===== config.mk =====
export PLATFORM = sky130hd
export DESIGN_NAME = tqh_queue_regs
export DESIGN_NICKNAME = d
export VERILOG_FILES = /design/src/design/tqh_pkg.sv /design/src/design/tqh_hash_filter.sv /design/src/design/tqh_queue_regs.sv
export VERILOG_INCLUDE_DIRS = /design/src /design/src/design
export SDC_FILE = /design/constraint.sdc
export NUM_CORES = 1
export LEC_CHECK = 0
export ABC_AREA = 1
export CORE_MARGIN = 2
export CORE_UTILIZATION = 50
export CTS_CLUSTER_DIAMETER = 100
export DETAILED_ROUTE_END_ITERATION = 10
export DONT_BUFFER_PORTS = 1
export GPL_ROUTABILITY_DRIVEN = 0
export HOLD_SLACK_MARGIN = 0.15
export MAX_ROUTING_LAYER = met4
export PLACE_DENSITY_LB_ADDON = 0.1
export SYNTH_ARGS = -nofsm -noshare
export SYNTH_HDL_FRONTEND = slang
export SYNTH_HIERARCHICAL = 1
export SYNTH_SLANG_ARGS = --single-unit

===== constraint.sdc =====
create_clock -name pclk -period 1.6 [get_ports pclk]
set_input_delay 0.08 -clock pclk [delete_from_list [all_inputs] [get_ports pclk]]
set_output_delay 0.08 -clock pclk [all_outputs]
set_load 0.01 [all_outputs]

===== src/design/tqh_map.svh =====
// register offsets, field positions and reset values of the queue register bank
`ifndef TQH_MAP_SVH
`define TQH_MAP_SVH

// printed offsets are word addresses: kept as indices, byte address is index * 4
`define TQH_IDX_TX_SPACE_REQ   8'h9E
`define TQH_IDX_HASH_W0        8'hA0
`define TQH_IDX_HASH_W1        8'hA2
`define TQH_IDX_HASH_W2        8'hA4
`define TQH_IDX_HASH_W3        8'hA6
`define TQH_IDX_RX_LOW_WM      8'hB0
`define TQH_IDX_RX_HIGH_WM     8'hB2
`define TQH_IDX_RX_OVR_WM      8'hB4
`define TQH_IDX_CTRL           8'hB8
`define TQH_IDX_INT_STATUS     8'hBA
`define TQH_IDX_INT_MASK       8'hBC
`define TQH_IDX_QSTATUS        8'hBE

`define TQH_CTRL_TX_MON_BIT    1
`define TQH_CTRL_RX_ALL_BIT    4
`define TQH_CTRL_RX_MCAST_BIT  5
`define TQH_CTRL_HASH_MODE_BIT 8
`define TQH_INT_TX_SPACE_BIT   6
`define TQH_INT_OVERRUN_BIT    0

`define TQH_RST_TX_SPACE_REQ   16'h0000
`define TQH_RST_HASH           16'h0000
`define TQH_RST_RX_LOW_WM      12'h500
`define TQH_RST_RX_HIGH_WM     12'h300
`define TQH_RST_RX_OVR_WM      12'h040
`define TQH_WM_BITS            12

`endif


===== src/design/tqh_pkg.sv =====
// types shared by the queue register bank
package tqh_pkg;
   typedef struct packed {
      logic        valid;
      logic [5:0]  hash_idx;
      logic        is_mcast;
   } tqh_rx_frame_t;

   typedef struct packed {
      logic        accept;
      logic        drop;
   } tqh_filter_res_t;
endpackage


===== src/design/tqh_hash_filter.sv =====
// multicast hash table lookup for received frames
`timescale 1ns/1ps
`default_nettype none
`include "tqh_map.svh"
module tqh_hash_filter
   import tqh_pkg::*;
(
   input  wire logic            pclk,
   input  wire logic            presetn,
   input  wire logic [63:0]     table_bits,
   input  wire logic            hash_mode,
   input  wire logic            rx_all,
   input  wire logic            rx_mcast,
   input  wire tqh_rx_frame_t   frame,
   output var  tqh_filter_res_t result_q
);
   // =========================================
   // lookup
   // upper two index bits pick the word, lower four the bit
   wire logic [1:0] word_sel = frame.hash_idx[5:4];
   wire logic [3:0] bit_sel  = frame.hash_idx[3:0];
   wire logic       tbl_hit  = table_bits[{word_sel, bit_sel}];
   // promiscuous enables override the table
   wire logic       pass_all = rx_all | rx_mcast;
   // table only consulted in hash mode; otherwise every multicast frame is accepted
   wire logic       keep     = !frame.is_mcast || !hash_mode || pass_all || tbl_hit;

   always_ff @(posedge pclk or negedge presetn) begin
      if (!presetn) begin
         result_q <= '0;
      end else begin
         result_q.accept <= frame.valid & keep;
         result_q.drop   <= frame.valid & !keep;
      end
   end
endmodule // tqh_hash_filter
`default_nettype wire


===== src/design/tqh_queue_regs.sv =====
// top: tx space request, multicast hash table and rx watermarks over apb
// =========================================
// What this block does
// - monitor set: interrupt when space suffices
// - space flag sticky, host writes one to clear
// - 64-bit hash table, used in hash mode
// - index is six top crc bits
// - top two bits word, four bits position
// - set bit accepts frame, clear bit drops
// - receive-all or multicast enable accepts all multicast
// - low watermark 12 bits, reset 0x0500
// - high watermark 12 bits, reset 0x0300
// - overrun watermark 12 bits, reset 0x0040
// - watermark bits 15..12 reserved, read zero
`timescale 1ns/1ps
`default_nettype none
`include "tqh_map.svh"
module tqh_queue_regs
   import tqh_pkg::*;
(
   input  wire logic          pclk,
   input  wire logic          presetn,
   input  wire logic          psel,
   input  wire logic          penable,
   input  wire logic          pwrite,
   input  wire logic [11:0]   paddr,
   input  wire logic [31:0]   pwdata,
   input  wire logic [3:0]    pstrb,
   output var  logic [31:0]   prdata,
   output var  logic          pready,
   output var  logic          pslverr,
   input  wire logic [15:0]   tx_free_dwords,
   input  wire logic [11:0]   rx_avail_dwords,
   input  wire logic          rx_frame_valid,
   input  wire logic [31:0]   rx_da_crc,
   input  wire logic          rx_da_is_mcast,
   output var  logic          rx_accept_q,
   output var  logic          rx_drop_q,
   output var  logic          flow_pause_q,
   output var  logic          irq_q
);
   // =========================================
   // address decode
   wire logic        acc      = psel & penable;
   wire logic [9:0]  word     = paddr[11:2];
   wire logic        wr_en    = acc & pwrite & pready;
   wire logic        lo_we    = wr_en & pstrb[0];
   wire logic        hi_we    = wr_en & pstrb[1];
   wire logic        hit_req  = word == 10'(`TQH_IDX_TX_SPACE_REQ);
   wire logic        hit_h0   = word == 10'(`TQH_IDX_HASH_W0);
   wire logic        hit_h1   = word == 10'(`TQH_IDX_HASH_W1);
   wire logic        hit_h2   = word == 10'(`TQH_IDX_HASH_W2);
   wire logic        hit_h3   = word == 10'(`TQH_IDX_HASH_W3);
   wire logic        hit_lw   = word == 10'(`TQH_IDX_RX_LOW_WM);
   wire logic        hit_hw   = word == 10'(`TQH_IDX_RX_HIGH_WM);
   wire logic        hit_ow   = word == 10'(`TQH_IDX_RX_OVR_WM);
   wire logic        hit_ctl  = word == 10'(`TQH_IDX_CTRL);
   wire logic        hit_ist  = word == 10'(`TQH_IDX_INT_STATUS);
   wire logic        hit_imk  = word == 10'(`TQH_IDX_INT_MASK);
   wire logic        hit_qst  = word == 10'(`TQH_IDX_QSTATUS);
   wire logic        hit_any  = hit_req | hit_h0 | hit_h1 | hit_h2 | hit_h3 | hit_lw | hit_hw
                                | hit_ow | hit_ctl | hit_ist | hit_imk | hit_qst;

   // =========================================
   // registers
   logic [15:0] space_req_q;
   logic [15:0] hash_q [4];
   logic [11:0] low_wm_q;
   logic [11:0] high_wm_q;
   logic [11:0] ovr_wm_q;
   logic [15:0] ctrl_q;
   logic [15:0] int_status_q;
   logic [15:0] int_mask_q;

   // merge a halfword write under byte strobes
   function automatic logic [15:0] merge16(input logic [15:0] old, input logic [15:0] nw,
                                           input logic lo, input logic hi);
      merge16 = {hi ? nw[15:8] : old[15:8], lo ? nw[7:0] : old[7:0]};
   endfunction

   wire logic [15:0] wd = pwdata[15:0];

   always_ff @(posedge pclk or negedge presetn) begin
      if (!presetn) begin
         space_req_q <= `TQH_RST_TX_SPACE_REQ;
         ctrl_q      <= 16'h0000;
         int_mask_q  <= 16'h0000;
      end else begin
         if (hit_req) space_req_q <= merge16(space_req_q, wd, lo_we, hi_we);
         if (hit_ctl) ctrl_q      <= merge16(ctrl_q, wd, lo_we, hi_we);
         if (hit_imk) int_mask_q  <= merge16(int_mask_q, wd, lo_we, hi_we);
      end
   end

   // four hash words, one per index bank
   genvar gi;
   generate
      for (gi = 0; gi < 4; gi++) begin : g_hash
         wire logic hit_w = word == 10'(`TQH_IDX_HASH_W0 + 2 * gi);
         always_ff @(posedge pclk or negedge presetn) begin
            if (!presetn) begin
               hash_q[gi] <= `TQH_RST_HASH;
            end else if (hit_w) begin
               hash_q[gi] <= merge16(hash_q[gi], wd, lo_we, hi_we);
            end
         end
      end
   endgenerate

   // reserved top nibble is never stored
   wire logic [15:0] wm_lw = merge16({4'h0, low_wm_q}, wd, lo_we, hi_we);
   wire logic [15:0] wm_hw = merge16({4'h0, high_wm_q}, wd, lo_we, hi_we);
   wire logic [15:0] wm_ow = merge16({4'h0, ovr_wm_q}, wd, lo_we, hi_we);

   always_ff @(posedge pclk or negedge presetn) begin
      if (!presetn) begin
         low_wm_q  <= `TQH_RST_RX_LOW_WM;
         high_wm_q <= `TQH_RST_RX_HIGH_WM;
         ovr_wm_q  <= `TQH_RST_RX_OVR_WM;
      end else begin
         if (hit_lw) low_wm_q  <= wm_lw[`TQH_WM_BITS-1:0];
         if (hit_hw) high_wm_q <= wm_hw[`TQH_WM_BITS-1:0];
         if (hit_ow) ovr_wm_q  <= wm_ow[`TQH_WM_BITS-1:0];
      end
   end

   // =========================================
   // tx space monitor
   wire logic tx_mon     = ctrl_q[`TQH_CTRL_TX_MON_BIT];
   wire logic space_ok   = tx_free_dwords >= space_req_q;
   logic      space_ok_q;
   // edge so a flag cleared while space stays free is not re-raised every cycle
   wire logic space_evt  = tx_mon & space_ok & !space_ok_q;
   wire logic ovr_now    = rx_avail_dwords < ovr_wm_q;
   logic      ovr_q;
   wire logic ovr_evt    = ovr_now & !ovr_q;

   wire logic [15:0] set_v  = 16'((space_evt ? 16'h0001 << `TQH_INT_TX_SPACE_BIT : 16'h0000)
                              | (ovr_evt ? 16'h0001 << `TQH_INT_OVERRUN_BIT : 16'h0000));
   wire logic [15:0] clr_v  = (hit_ist & wr_en) ? merge16(16'h0000, wd, pstrb[0], pstrb[1])
                                                : 16'h0000;

   always_ff @(posedge pclk or negedge presetn) begin
      if (!presetn) begin
         int_status_q <= 16'h0000;
         space_ok_q   <= 1'b0;
         ovr_q        <= 1'b0;
         irq_q        <= 1'b0;
      end else begin
         // set beats a write-one-clear in the same cycle
         int_status_q <= (int_status_q & ~clr_v) | set_v;
         space_ok_q   <= tx_mon & space_ok;
         ovr_q        <= ovr_now;
         irq_q        <= |(((int_status_q & ~clr_v) | set_v) & int_mask_q);
      end
   end

   // =========================================
   // rx flow control with hysteresis
   always_ff @(posedge pclk or negedge presetn) begin
      if (!presetn) begin
         flow_pause_q <= 1'b0;
      end else if (rx_avail_dwords < high_wm_q) begin
         flow_pause_q <= 1'b1;
      end else if (rx_avail_dwords > low_wm_q) begin
         flow_pause_q <= 1'b0;
      end
   end

   // =========================================
   // multicast filter
   tqh_rx_frame_t   frame;
   tqh_filter_res_t res;
   assign frame.valid    = rx_frame_valid;
   assign frame.hash_idx = rx_da_crc[31:26];
   assign frame.is_mcast = rx_da_is_mcast;

   tqh_hash_filter u_filter (
      .pclk       (pclk),
      .presetn    (presetn),
      .table_bits ({hash_q[3], hash_q[2], hash_q[1], hash_q[0]}),
      .hash_mode  (ctrl_q[`TQH_CTRL_HASH_MODE_BIT]),
      .rx_all     (ctrl_q[`TQH_CTRL_RX_ALL_BIT]),
      .rx_mcast   (ctrl_q[`TQH_CTRL_RX_MCAST_BIT]),
      .frame      (frame),
      .result_q   (res)
   );
   assign rx_accept_q = res.accept;
   assign rx_drop_q   = res.drop;

   // =========================================
   // read mux and apb answer
   wire logic [15:0] qstat = {14'h0000, flow_pause_q, ovr_now};
   wire logic [15:0] rd_mux =
        hit_req ? space_req_q :
        hit_h0  ? hash_q[0] :
        hit_h1  ? hash_q[1] :
        hit_h2  ? hash_q[2] :
        hit_h3  ? hash_q[3] :
        hit_lw  ? {4'h0, low_wm_q} :
        hit_hw  ? {4'h0, high_wm_q} :
        hit_ow  ? {4'h0, ovr_wm_q} :
        hit_ctl ? ctrl_q :
        hit_ist ? int_status_q :
        hit_imk ? int_mask_q :
        hit_qst ? qstat : 16'h0000;

   // no wait states: ready registered from the setup phase, so outputs stay flopped
   always_ff @(posedge pclk or negedge presetn) begin
      if (!presetn) begin
         pready  <= 1'b0;
         prdata  <= 32'h0000_0000;
         pslverr <= 1'b0;
      end else begin
         pready  <= psel & !penable;
         prdata  <= (psel & !penable & !pwrite) ? {16'h0000, rd_mux} : 32'h0000_0000;
         pslverr <= psel & !penable & !hit_any;
      end
   end
endmodule // tqh_queue_regs
`default_nettype wire


# After elaboration in Yosys (flattened, before gate mapping)
# Cells that the tools add are included.
# word_totals
register_bits	188
output_inout_bits	38
wordCells	133
# op_classes
n_lt_le_gt_ge	5
n_eq_ne	12
mux	22
bitwise_logic	31
n_reduce_logical	33
# ops
operator	n
$mux 16	13
$eq 10x8->1 const B	12
$reduce_and 2->1	20
$and 16x16->16	2
$lt 12x12->1	2
$ge 16x16->1	1
$mux 8	2
$not 16->16	1
$or 16x7->16	1
$reduce_or 16->1	1
$and 1x1->1	14
$gt 12x12->1	1
$or 1x1->1	12
$logic_not 1->1	8
$lt 6x7->1 const B	1
$mux 7	1
$or 7x1->7	1
$bmux 1 s6	1
$mux 1	4
$logic_or 1x1->1	3
$mux 2	1
$reduce_bool 2->1	1

# Logic depth before layout (Yosys ltp)
# Gate-level depths: netlist of run 1.
# depth
ltp_word	14
mapped_depth	15

# By module
# Netlist of run 1, hierarchy kept.
# modules_own_cells
module	instances	cells_each	area_per_inst_um2	seq_area_each_um2
tqh_queue_regs	1	1203	9749.4	4660.7
tqh_hash_filter	1	159	773.2	50.0

# Worst setup path after synthesis of run 1
# Ideal clock, no wire load.
# synth_path
path_kind	flip-flop to flip-flop
from	reg ovr_wm_q[6]
to	reg prdata[0]
setup_ns	0.077
t_arrival_ns	1.593
t_required_ns	1.523
slack_ns	-0.070
stages_incl_launch_ff	16
n_path_buf	0
path_cell_list	dfstp_2 inv_1 ha_1 nand2_1 inv_1 nand2_1 nand2_1 a21oi_1 nand3_1 nand2_1 nand2_1 nand3_1 nand2_1 nand2_1 nand2_1 a21oi_1
# synth_via
elab_chain_len	14
# synth_lines
element	line_no	source
start, declared	tqh_queue_regs.sv:70	logic [11:0] ovr_wm_q;
start signal, assigned	tqh_queue_regs.sv:119	ovr_wm_q <= `TQH_RST_RX_OVR_WM;
start signal, assigned	tqh_queue_regs.sv:123	if (hit_ow) ovr_wm_q <= wm_ow[`TQH_WM_BITS-1:0];
$lt 12x12->1	tqh_queue_regs.sv:134	wire logic ovr_now = rx_avail_dwords < ovr_wm_q;
$mux 2	tqh_queue_regs.sv:206	hit_qst ? qstat : 16'h0000;
$mux 16	tqh_queue_regs.sv:205	hit_imk ? int_mask_q :
$mux 16	tqh_queue_regs.sv:204	hit_ist ? int_status_q :
$mux 16	tqh_queue_regs.sv:203	hit_ctl ? ctrl_q :
$mux 16	tqh_queue_regs.sv:202	hit_ow ? {4'h0, ovr_wm_q} :
$mux 16	tqh_queue_regs.sv:201	hit_hw ? {4'h0, high_wm_q} :
$mux 16	tqh_queue_regs.sv:200	hit_lw ? {4'h0, low_wm_q} :
$mux 16	tqh_queue_regs.sv:199	hit_h3 ? hash_q[3] :
$mux 16	tqh_queue_regs.sv:198	hit_h2 ? hash_q[2] :
$mux 16	tqh_queue_regs.sv:197	hit_h1 ? hash_q[1] :
$mux 16	tqh_queue_regs.sv:196	hit_h0 ? hash_q[0] :
$mux 16	tqh_queue_regs.sv:195	hit_req ? space_req_q :
$mux 16	tqh_queue_regs.sv:216	prdata <= (psel & !penable & !pwrite) ? {16'h0000, rd_mux} : 32'h0000_0000;
end signal, assigned	tqh_queue_regs.sv:216	
end, declared	tqh_queue_regs.sv:29	output var logic [31:0] prdata,
# No other way between the ends.
# A chain may end at the register's enable or synchronous reset.

# Worst setup path after layout of run 1
# Same ends and word-level chain as after synthesis.

==> results of run 1 <==
cell type report:
| cell class | instances | area [um2] | area share [%] |
|---|---|---|---|
| Clock inverter | 13 | 146 | 1.08 |
| Tap cell | 275 | 344 | 2.53 |
| Timing Repair Buffer | 198 | 1920 | 14.1 |
| Antenna cell | 1 | 2.50 | 0.0184 |
| Sequential cell | 188 | 4710 | 34.7 |
| Multi-Input combinational cell | 982 | 5460 | 40.2 |
| Inverter | 144 | 551 | 4.05 |
| Clock buffer | 19 | 443 | 3.26 |
path summary, 6_finish.rpt:
| kind | slack [ns] | endpoint | depth (start not counted) | start |
|---|---|---|---|---|
| worst min-delay path | -0.68 | int_mask_q[11] | 0 | presetn |
| worst max register to register | -0.29 | prdata[0] | 15 | ovr_wm_q[6] |
| min in group pclk | 0.14 | flow_pause_q | 4 | rx_avail_dwords[4] |
| max in group asynchronous | 1.88 | high_wm_q[0] | 0 | presetn |
| worst max-delay path | -0.29 | prdata[0] | 15 | ovr_wm_q[6] |
| worst min register to register | 0.45 | int_status_q[0] | 1 | ovr_q |
routing by layer:
| metal | wire length [um] | vias up |
|---|---|---|
| met5 | 0 | - |
| li1 | - | 4766 |
| met2 | 16000 | 354 |
| met3 | 1890 | 59 |
| met1 | 14400 | 4693 |
| met4 | 856 | 0 |
worst max-delay path: stages (launching register included):
cell     delay (ns)
dfstp_2        0.54
inv_2          0.05
ha_4           0.20
nand2_2        0.05
inv_2          0.03
nand2_1        0.04
nand2_1        0.07
a21oi_4        0.13
nand3_1        0.12
nand2_1        0.08
nand2_1        0.05
nand3_1        0.06
nand2_1        0.07
nand2_1        0.07
nand2_1        0.06
a21oi_1        0.16
layout by cell type (no fill, tap or decap), drive strengths merged, types with 6 or more instances in the layout:
cell / instances
buf: 161
clkbuf: 25
o211ai: 8
dlygate4sd3: 31
nand4: 12
a31oi: 8
nor3: 10
ha: 50
a211oi: 7
or2: 6
nor2: 52
dfrtp: 183
a21oi: 63
nand2: 452
conb: 16
nand3: 77
inv: 150
o21ai: 195
kinds of logic after synthesis:
family | Yosys count
other | 1
flip-flops | 188
AND/OR/NAND/NOR | 616
buffers and inverters | 208
adder cells (fa/ha/maj) | 50
AO/OA/AOI/OAI | 299
power groups by stage:
stage          clock network [mW]  registers (mW)  logic, mW
6_report                     4.36            4.77      0.655
5_1_grt                      4.58            4.77      0.721
3_5_place_dp                    0            4.86      0.517
4_1_cts                      4.39            4.77      0.602
2_1_floorplan                   0            4.86      0.381
3_3_place_gp                    0            4.86      0.508
flip-flops by register name, summed over array words and instances (netlist names):
| name | cells |
|---|---|
| low_wm_q | 12 |
| irq_q | 1 |
| space_ok_q | 1 |
| ctrl_q | 16 |
| int_mask_q | 16 |
| space_req_q | 16 |
| u_filter/result_q | 2 |
| int_status_q | 16 |
| flow_pause_q | 1 |
| hash_q | 64 |
| ovr_q | 1 |
| pslverr | 1 |
| high_wm_q | 12 |
| pready | 1 |
| prdata | 16 |
| ovr_wm_q | 12 |
timing repair:
item,CTS,global route
resized for setup,25,171
endpoints found under the hold margin,372,188
buffers inserted,5,16
endpoints found under the setup margin,18,137
pin swaps,15,14
cloned,0,7
==> results.ini, run 1 <==
[outcome]
status = finished with violations
violations = negative hold slack, negative setup slack

[sta]
fin_ws_ns = -0.285
skew_ns = 0.0116
tightest_slew_ns = 0.562
period_needed_ns = 1.89
slew_headroom_pct = 62.5
finalCritPeriodShare_pct = 118
fin_hold_ws_ns = -0.675
setup_viol = 48
hold_violations = 188
fmax_mhz = 530
rsz0062_at_grt = true
maxSlewViolCount = 0
setup_tns_ns = -2.96

[place]
numPortBuffers = 0
hpwl_um = 22900
placed_area_mm2 = 0.0118
dp_cells = 1731
post-place-ws_ns = -0.379

[cts]
cts_sinks = 188
cts_buffers = 17
cts_buffer_depth = 2
clkTransAtPathRegs_ns = 0.08
cts_max_level = 4
tritoncts = built
clock-root-buffer = clkbuf_16
cts_hold_buf = 31
clk_latency_ns = 0.44

[synthesis]
post-synth-top-count-cell = nand2_1
synth-compound-area-share_pct = 15.1
synth_edf_count = 0
synth_seq_cells = 188
yosys.cell_types.count = 42
synth_top_area_share_pct = 43.5
yosys.area_share.simple_pct = 25.1
yosysSeqAreaShare_pct = 44.8
synthXorXnorAreaFrac_pct = 0
synthAdderAreaFrac_pct = 5.95
synthTopCellsByArea = dfrtp_1 44%, nand2_1 16%, o21ai_0 8.1%
syn_area_per_cell_um2 = 7.73
synthMuxAreaShare_pct = 0
synthCells = 1362
synth_common_cells = 438 x nand2_1, 183 x dfrtp_1, 171 x o21ai_0
yosys_most_used_dff = dfrtp_1
synth_top_area_cell = dfrtp_1
async_reset_ff_share_pct = 100
syn-cell-area_mm2 = 0.0105
yosys_warnings = 6
synth_top_family_by_area = simple AND/OR/NAND/NOR gates

[grt]
grt_pass1_wl_um = 50500
track_usage_pct = 30.3
overflow = 0
grt-busiest-layer = met2
grt_pass1_vias = 9306
grtUsageMet2_pct = 48.6
antenna_found_initial = 0
use_met1_pct = 41.6
met3_usage_pct = 3.00
grt_max_degree = 189

[cells_and_area]
area_delta_synth_final_pct = 29.0
drive_gt1_share_pct = 22.5
finalNonFillerCells = 1820
final.fill_count = 1836
fin_area_mm2 = 0.0136
final_util_pct = 65.2
nets = 1696

[die]
die_w_um = 149
die_y_um = 149
core_area_mm2 = 0.0208
start_util_pct = 50.5
placementRows = 53
dieArea_mm2 = 0.0222
io_pins = 153

[route]
antenna_left = 0
wl_per_cell_um = 18.2
drt_wl_total_um = 33200
viasPerCell = 5.42
drt_iter0_markers = 845
vias = 9872
firstDrtPassIters = 7
drc = 0

[flow_run]
drv_cap = 0

[worst_setup_path]
arrival_ns = 2.25
start_kind = flip-flop
criticalPathCategory = flip-flop to flip-flop
cp_max_fo = 2
end_kind = flip-flop
worstPathRequired_ns = 1.96

[pwr]
clockPowerShare_pct = 44.5
swShare_pct = 25.5
p_switching_mw = 2.50
power_frac_comb_pct = 6.7
intPower_mw = 7.28
power.density_mw_per_mm2 = 720
seq_power_share_pct = 48.8
power.leakage_nw = 6.48
total_power_mw = 9.78
peakVddDrop_v = 0.000657

[worst_hold_path]
hp-class = input port to async pin

Power figures use the tool's default switching activity.
==> run 2, diff against run 1 <==
--- a/config.mk
+++ b/config.mk
@@ -6,7 +6,7 @@
 export SDC_FILE = /design/constraint.sdc
 export NUM_CORES = 1
 export LEC_CHECK = 0
-export ABC_AREA = 1
+export ABC_AREA = 0
 export CORE_MARGIN = 2
 export CORE_UTILIZATION = 50
 export CTS_CLUSTER_DIAMETER = 100
==> run 2 against run 1 <==
The run still ends with negative hold slack, negative setup slack left. Clock skew down 0.0018 ns. Synthesized area down 0.38%. Wire length up 16%. Setup slack worse by 0.13 ns. Non-clock buffer count up 115. Sequential share of layout area down 3.5 points. Combinational power down 4.7%. Final cell count down 14%. Clock power about the same. Fmax down 6.4%. Synthesized cell count down 26%. Utilization up 8.7 points. Highest routed layer unchanged.
==> results.ini, run 2 <==
[outcome]
status = finished with violations
violations = negative hold slack, negative setup slack

[cells_and_area]
most-common-layout-cells = 215 x buf_4, 183 x dfrtp_1, 99 x mux2_4
largest_reg_flops = 64  ; unchanged
nets = 1449  ; -15%
regMostFlops = hash_q
area_delta_synth_final_pct = 44.1
drive_gt1_share_pct = 43.9  ; +21 points
final_common_cell = buf_4

[flow_run]
drv_cap = 0  ; unchanged

[route]
antenna_left = 0  ; unchanged
drt_wl_total_um = 38300  ; +16%
wl_per_cell_um = 24.5  ; +34%
vias = 9701  ; -1.7%
firstDrtPassIters = 7  ; unchanged
drt_iter0_markers = 1004  ; +19%
drc = 0  ; unchanged
viasPerCell = 6.19  ; +14%

[synthesis]
yosysSeqAreaShare_pct = 44.9  ; +0.17 points
synth_seq_cells = 188  ; unchanged
async_reset_ff_share_pct = 100  ; unchanged
yosys_warnings = 6  ; unchanged
synth_top_area_share_pct = 43.7  ; +0.17 points
syn-cell-area_mm2 = 0.0105  ; -0.38%
synth_edf_count = 0  ; unchanged
syn_area_per_cell_um2 = 10.5  ; +35%
synth_common_cells = 183 x dfrtp_1, 100 x mux2_2, 90 x nand2_1
post-synth-top-count-cell = dfrtp_1
synthCells = 1003  ; -26%
yosys.cell_types.count = 70  ; +67%
synthTopCellsByArea = dfrtp_1 44%, mux2_2 11%, ha_1 6.0%
synth_top_area_cell = dfrtp_1
yosys_most_used_dff = dfrtp_1

[grt]
grt_pass1_wl_um = 57400  ; +14%
track_usage_pct = 35.7  ; +5.4 points
grtUsageMet2_pct = 55.4  ; +6.8 points
overflow = 0  ; unchanged
met3_usage_pct = 6.45  ; +3.5 points
grt_pass1_vias = 9659  ; +3.8%
grt-busiest-layer = met2
grt_max_degree = 189  ; unchanged
antenna_found_initial = 1  ; +1
use_met1_pct = 47.9  ; +6.4 points

[die]
die_y_um = 149  ; -0.18%
placementRows = 52  ; -1.9%
start_util_pct = 51.3  ; +0.78 points
die_w_um = 149  ; -0.18%
io_pins = 153  ; unchanged
core_area_mm2 = 0.0204  ; -1.9%
dieArea_mm2 = 0.0221  ; -0.37%

[worst_setup_path]
worstPathRequired_ns = 1.91  ; -0.05 ns
reg2reg_slack_ns = -0.36  ; -0.07 ns
reg2reg_from = ovr_wm_q[6]
end_kind = flip-flop
critPathLaunch = pwdata[4]
criticalPathCategory = input port to flip-flop
start_kind = input port
critPathCapture = irq_q
cp_max_fo = 12  ; +10
cp_cell_sequence = dlygate4sd3_1 > a31oi_1 > or4_1 > nor4_2 > nand4b_1
slowest_stage = dlygate4sd3_1
reg2reg_to = prdata[0]
arrival_ns = 2.32  ; +0.07 ns
reg2reg_depth = 8  ; -7
slowest_delay_ns = 1.14  ; +0.60 ns

[sta]
fin_hold_ws_ns = -0.669  ; +0.00623 ns
finalCritPeriodShare_pct = 126  ; +8.0 points
tightest_slew_ns = 0.913  ; +0.351 ns
rsz0062_at_grt = true
setup_viol = 136  ; +180%
fin_ws_ns = -0.413  ; -0.128 ns
hold_violations = 188  ; unchanged
period_needed_ns = 2.01  ; +0.128 ns
setup_tns_ns = -12.36  ; -9.40 ns
maxSlewViolCount = 0  ; unchanged
slew_headroom_pct = 38.9  ; -24 points
fmax_mhz = 497  ; -6.4%
skew_ns = 0.00980  ; -0.00182 ns

[place]
hpwl_um = 25700  ; +12%
numPortBuffers = 0  ; unchanged
post-place-ws_ns = -0.562  ; -0.184 ns

[pwr]
power.leakage_nw = 7.11  ; +9.7%
peakVddDrop_v = 0.000740  ; +13%
power.density_mw_per_mm2 = 646  ; -10%
total_power_mw = 9.75  ; -0.29%

[worst_hold_path]
hp-class = input port to async pin

[cts]
cts_max_level = 4  ; unchanged
clock-root-buffer = clkbuf_16
tritoncts = built
cts_buffer_depth = 2  ; unchanged
cts_buffers = 17  ; unchanged
cts_sinks = 188  ; unchanged
clk_latency_ns = 0.44  ; about the same
clkTransAtPathRegs_ns = 0.07  ; about the same

-- run 2: changes by cell type in the layout (fill, tap and decap cells not counted), moves of 31 or more --
cell | previous run | this run
nand2_1 | 385 | 66
mux2_4 | 0 | 99
o21ai_0 | 120 | 25
buf_4 | 134 | 215
inv_1 | 116 | 59
nand3_1 | 73 | 18
o21ai_1 | 65 | 31
mux2i_1 | 0 | 33
buf_6 | 9 | 40
-- run 2: routing by layer --
| layer | vias up | routed length (um) |
|---|---|---|
| met5 | - | 0 |
| met4 | 0 | 1330 |
| met3 | 114 | 2980 |
| met2 | 531 | 18100 |
| met1 | 4824 | 15900 |
| li1 | 4232 | - |
-- run 2: critical path, delay by kind of cell --
kind | cells | cell delay (ns)
compound gates | 1 | 0.19
simple gates | 3 | 0.91
buf+inv | 1 | 1.14
-- run 2: area by class of cell --
type / count / area (um2)
multi-input cells: 696 / 6320
fillers: 1403 / 5320
flip-flops and latches: 188 / 4710
repair buffers: 313 / 2900
clock buffers: 19 / 443
well taps: 270 / 338
inverters: 68 / 255
clock inverters: 12 / 138
diodes: 1 / 2.50
-- run 2: logic make-up (layout without fill, tap and decap cells) --
kind of cell,count (synthesis),in the layout,synth area share [%]
AO/OA/AOI/OAI,269,269,17.4
AND/OR/NAND/NOR,224,224,11.3
flip-flops,188,188,44.9
multiplexers,137,137,14.3
buffers and inverters,134,412,6.06
adder cells (fa/ha/maj),50,50,5.97
other,1,17,0.0358
-- run 2: report_power, final --
group | internal, mW | switching (mW)
sequential | 4.76 | 0.00786
clock | 2.36 | 2.01
combinational | 0.271 | 0.353
-- run 2: metrics by stage --
stage | instances | utilization [%] | instance area [um2] | hold slack (ns)
finish | 1567 | 73.9 | 15100 | -0.669
global route | 1567 | 73.9 | 15100 | -0.684
CTS | 1555 | 71.2 | 14500 | -0.678
detailed placement | 1439 | 61.0 | 12500 | -0.210
global placement | 1439 | 61.0 | 12500 | -0.209
floorplan | 1018 | - | 10900 | -0.216
-- run 2: timing repair --
action                     in CTS  in global routing
setup buffers                  51                 12
resized for setup             163                142
pin swaps                      40                 42
hold buffers                   34                  1
cloned                          2                  3
setup endpoints to repair     146                164
hold endpoints to repair      367                193
-- run 2: how the worst min path moves through the flow --
stage / start / cells past startpoint / to
after floorplan: presetn / 0 / ctrl_q[0]
after global placement: presetn / 0 / space_req_q[5]
after detailed placement: presetn / 0 / space_req_q[5]
after CTS: presetn / 0 / space_req_q[5]
after global routing: presetn / 0 / prdata[3]
final: presetn / 0 / space_req_q[5]
==> run 3, diff against run 2 <==
--- a/config.mk
+++ b/config.mk
@@ -13,6 +13,7 @@
 export DETAILED_ROUTE_END_ITERATION = 10
 export DONT_BUFFER_PORTS = 1
 export GPL_ROUTABILITY_DRIVEN = 0
+export GPL_TIMING_DRIVEN = 0
 export HOLD_SLACK_MARGIN = 0.15
 export MAX_ROUTING_LAYER = met4
 export PLACE_DENSITY_LB_ADDON = 0.1
==> run 3 against run 2 <==
The run still ends with negative hold slack, negative setup slack left. Non-clock buffer count shrank 158. Final area shrank 12%. Final cell count shrank 10%. Sequential share of layout area grew 4.4 points. Sequential power is essentially flat. Die area is the same. Utilization shrank 9.0 points. Via count shrank 8.5%. Count of clock-buffer cells in the layout grew 7. Setup slack lost 0.22 ns. Critical path type is now flip-flop to flip-flop. Highest routed layer unchanged.
==> results.ini, run 3 (synthesis results as in run 2) <==
[cells_and_area]
area_delta_synth_final_pct = 26.5
drive_gt1_share_pct = 32.2  ; -12 points
regMostFlops = hash_q
largest_reg_flops = 64  ; unchanged
final_common_cell = dfrtp_1
final.fill_count = 1635  ; +17%
multi_input_area_mm2 = 0.00598  ; -5.4%
regArea_mm2 = 0.00471  ; about the same
num_antenna_cells = 0  ; -1
fin_area_mm2 = 0.0133  ; -12%
most-common-layout-cells = 182 x dfrtp_1, 84 x nand2_1, 84 x mux2_2
finalNonFillerCells = 1409  ; -10%
nets = 1291  ; -11%

[die]
io_pins = 153  ; unchanged
placementRows = 52  ; unchanged
die_w_um = 149  ; unchanged
core_area_mm2 = 0.0204  ; unchanged
start_util_pct = 51.3  ; unchanged
die_y_um = 149  ; unchanged
dieArea_mm2 = 0.0221  ; unchanged

[sta]
fin_hold_ws_ns = -0.666  ; +0.00315 ns
setup_viol = 140  ; +2.9%
rsz0062_at_grt = true
skew_ns = 0.0104  ; +0.000576 ns
fin_ws_ns = -0.633  ; -0.220 ns
finalCritPeriodShare_pct = 140  ; +14 points
maxSlewViolCount = 0  ; unchanged
period_needed_ns = 2.23  ; +0.220 ns
hold_violations = 193  ; +2.7%
tightest_slew_ns = 0.890  ; -0.0236 ns
slew_headroom_pct = 40.7  ; +1.8 points
fmax_mhz = 448  ; -9.9%

[grt]
grt_max_degree = 189  ; unchanged
grt_pass1_vias = 8793  ; -9.0%
grt_pass1_wl_um = 53800  ; -6.2%
antenna_found_initial = 0  ; -1
track_usage_pct = 33.9  ; -1.9 points
overflow = 0  ; unchanged

[route]
wl_per_cell_um = 25.5  ; +4.3%
viasPerCell = 6.30  ; +1.7%
vias = 8873  ; -8.5%
drt_iter0_markers = 919  ; -8.5%
antenna_left = 0  ; unchanged
drc = 0  ; unchanged
drt_wl_total_um = 35900  ; -6.2%
firstDrtPassIters = 5  ; -2

[cts]
clock-root-buffer = clkbuf_16
clk_latency_ns = 0.44  ; about the same
cts_sinks = 188  ; unchanged
cts_max_level = 4  ; unchanged
cts_buffers = 17  ; unchanged
clkTransAtPathRegs_ns = 0.07  ; about the same
cts_buffer_depth = 2  ; unchanged
tritoncts = built

[place]
hpwl_um = 25000  ; -2.6%
post-place-ws_ns = -1.29  ; -0.731 ns
dp_cells = 1288  ; -10%
placed_area_mm2 = 0.0112  ; -10%
numPortBuffers = 0  ; unchanged

[worst_setup_path]
worstPathRequired_ns = 1.89  ; -0.02 ns
slowest_stage = or4_4
slowest_delay_ns = 0.56  ; -0.58 ns
criticalPathCategory = flip-flop to flip-flop
cp_max_fo = 4  ; -8
path_buf_inv = 0  ; -1
start_kind = flip-flop
arrival_ns = 2.52  ; +0.20 ns
cp_cell_sequence = and4_4 > and2_4 > a31oi_1 > or4_4 > nor4_4 > nand4b_1
end_kind = flip-flop
cp_top_family = simple AND/OR/NAND/NOR gates

[outcome]
status = finished with violations
violations = negative hold slack, negative setup slack

[flow_run]
drv_cap = 0  ; unchanged

[pwr]
power.density_mw_per_mm2 = 732  ; +13%
peakVddDrop_v = 0.000723  ; -2.4%
power.leakage_nw = 6.07  ; -15%
total_power_mw = 9.70  ; -0.53%

[worst_hold_path]
hp-class = input port to async pin

[run 3: layer usage]
layer	global-route usage [%]	vias up	part of all wire, %
met1	44.3	4406	41
met4	12.3	0	4.0
li1	-	3924	-
met5	-	-	0
met3	7.71	92	8.2
met2	52.0	451	46
[run 3: final cells by class]
cell class,instances,area share [%]
Inverter,68,1.93
Clock inverter,6,0.670
Multi-Input combinational cell,696,45.1
Timing Repair Buffer,93,6.78
Tap cell,270,2.55
Sequential cell,188,35.5
Buffer,62,3.81
Clock buffer,26,3.61
[run 3: worst paths after layout]
| kind | slack, ns | start | end | cells past startpoint |
|---|---|---|---|---|
| min in group pclk | -0.06 | pstrb[0] | high_wm_q[2] | 4 |
| max in group asynchronous | 1.74 | presetn | hash_q[51] | 0 |
| setup reg to reg | -0.63 | pready | irq_q | 6 |
| hold reg to reg | 0.51 | ovr_q | int_status_q[0] | 1 |
| hold / removal | -0.67 | presetn | prdata[3] | 0 |
| setup / recovery | -0.63 | pready | irq_q | 6 |
[run 3: repair_timing]
item,in CTS,in global routing
hold endpoints to repair,282,216
gates cloned,2,1
pin swaps,34,41
buffers inserted,37,17
hold buffers,34,2
setup endpoints to repair,182,175
gates resized for setup,114,77
[run 3: metrics by stage]
stage	utilization (%)	TNS (ns)	hold WS, ns
2_1_floorplan	-	-6.78	-0.216
3_3_place_gp	54.8	-95.50	-0.206
3_5_place_dp	54.8	-97.12	-0.208
4_1_cts	63.0	-44.24	-0.675
5_1_grt	64.9	-44.77	-0.679
6_report	64.9	-39.09	-0.666
[run 3: power breakdown]
group / internal (mW) / switching (mW) / total [mW]
clock network: 2.39 / 1.89 / 4.28
logic: 0.272 / 0.378 / 0.650
registers: 4.76 / 0.00909 / 4.77
total: 7.43 / 2.28 / 9.70
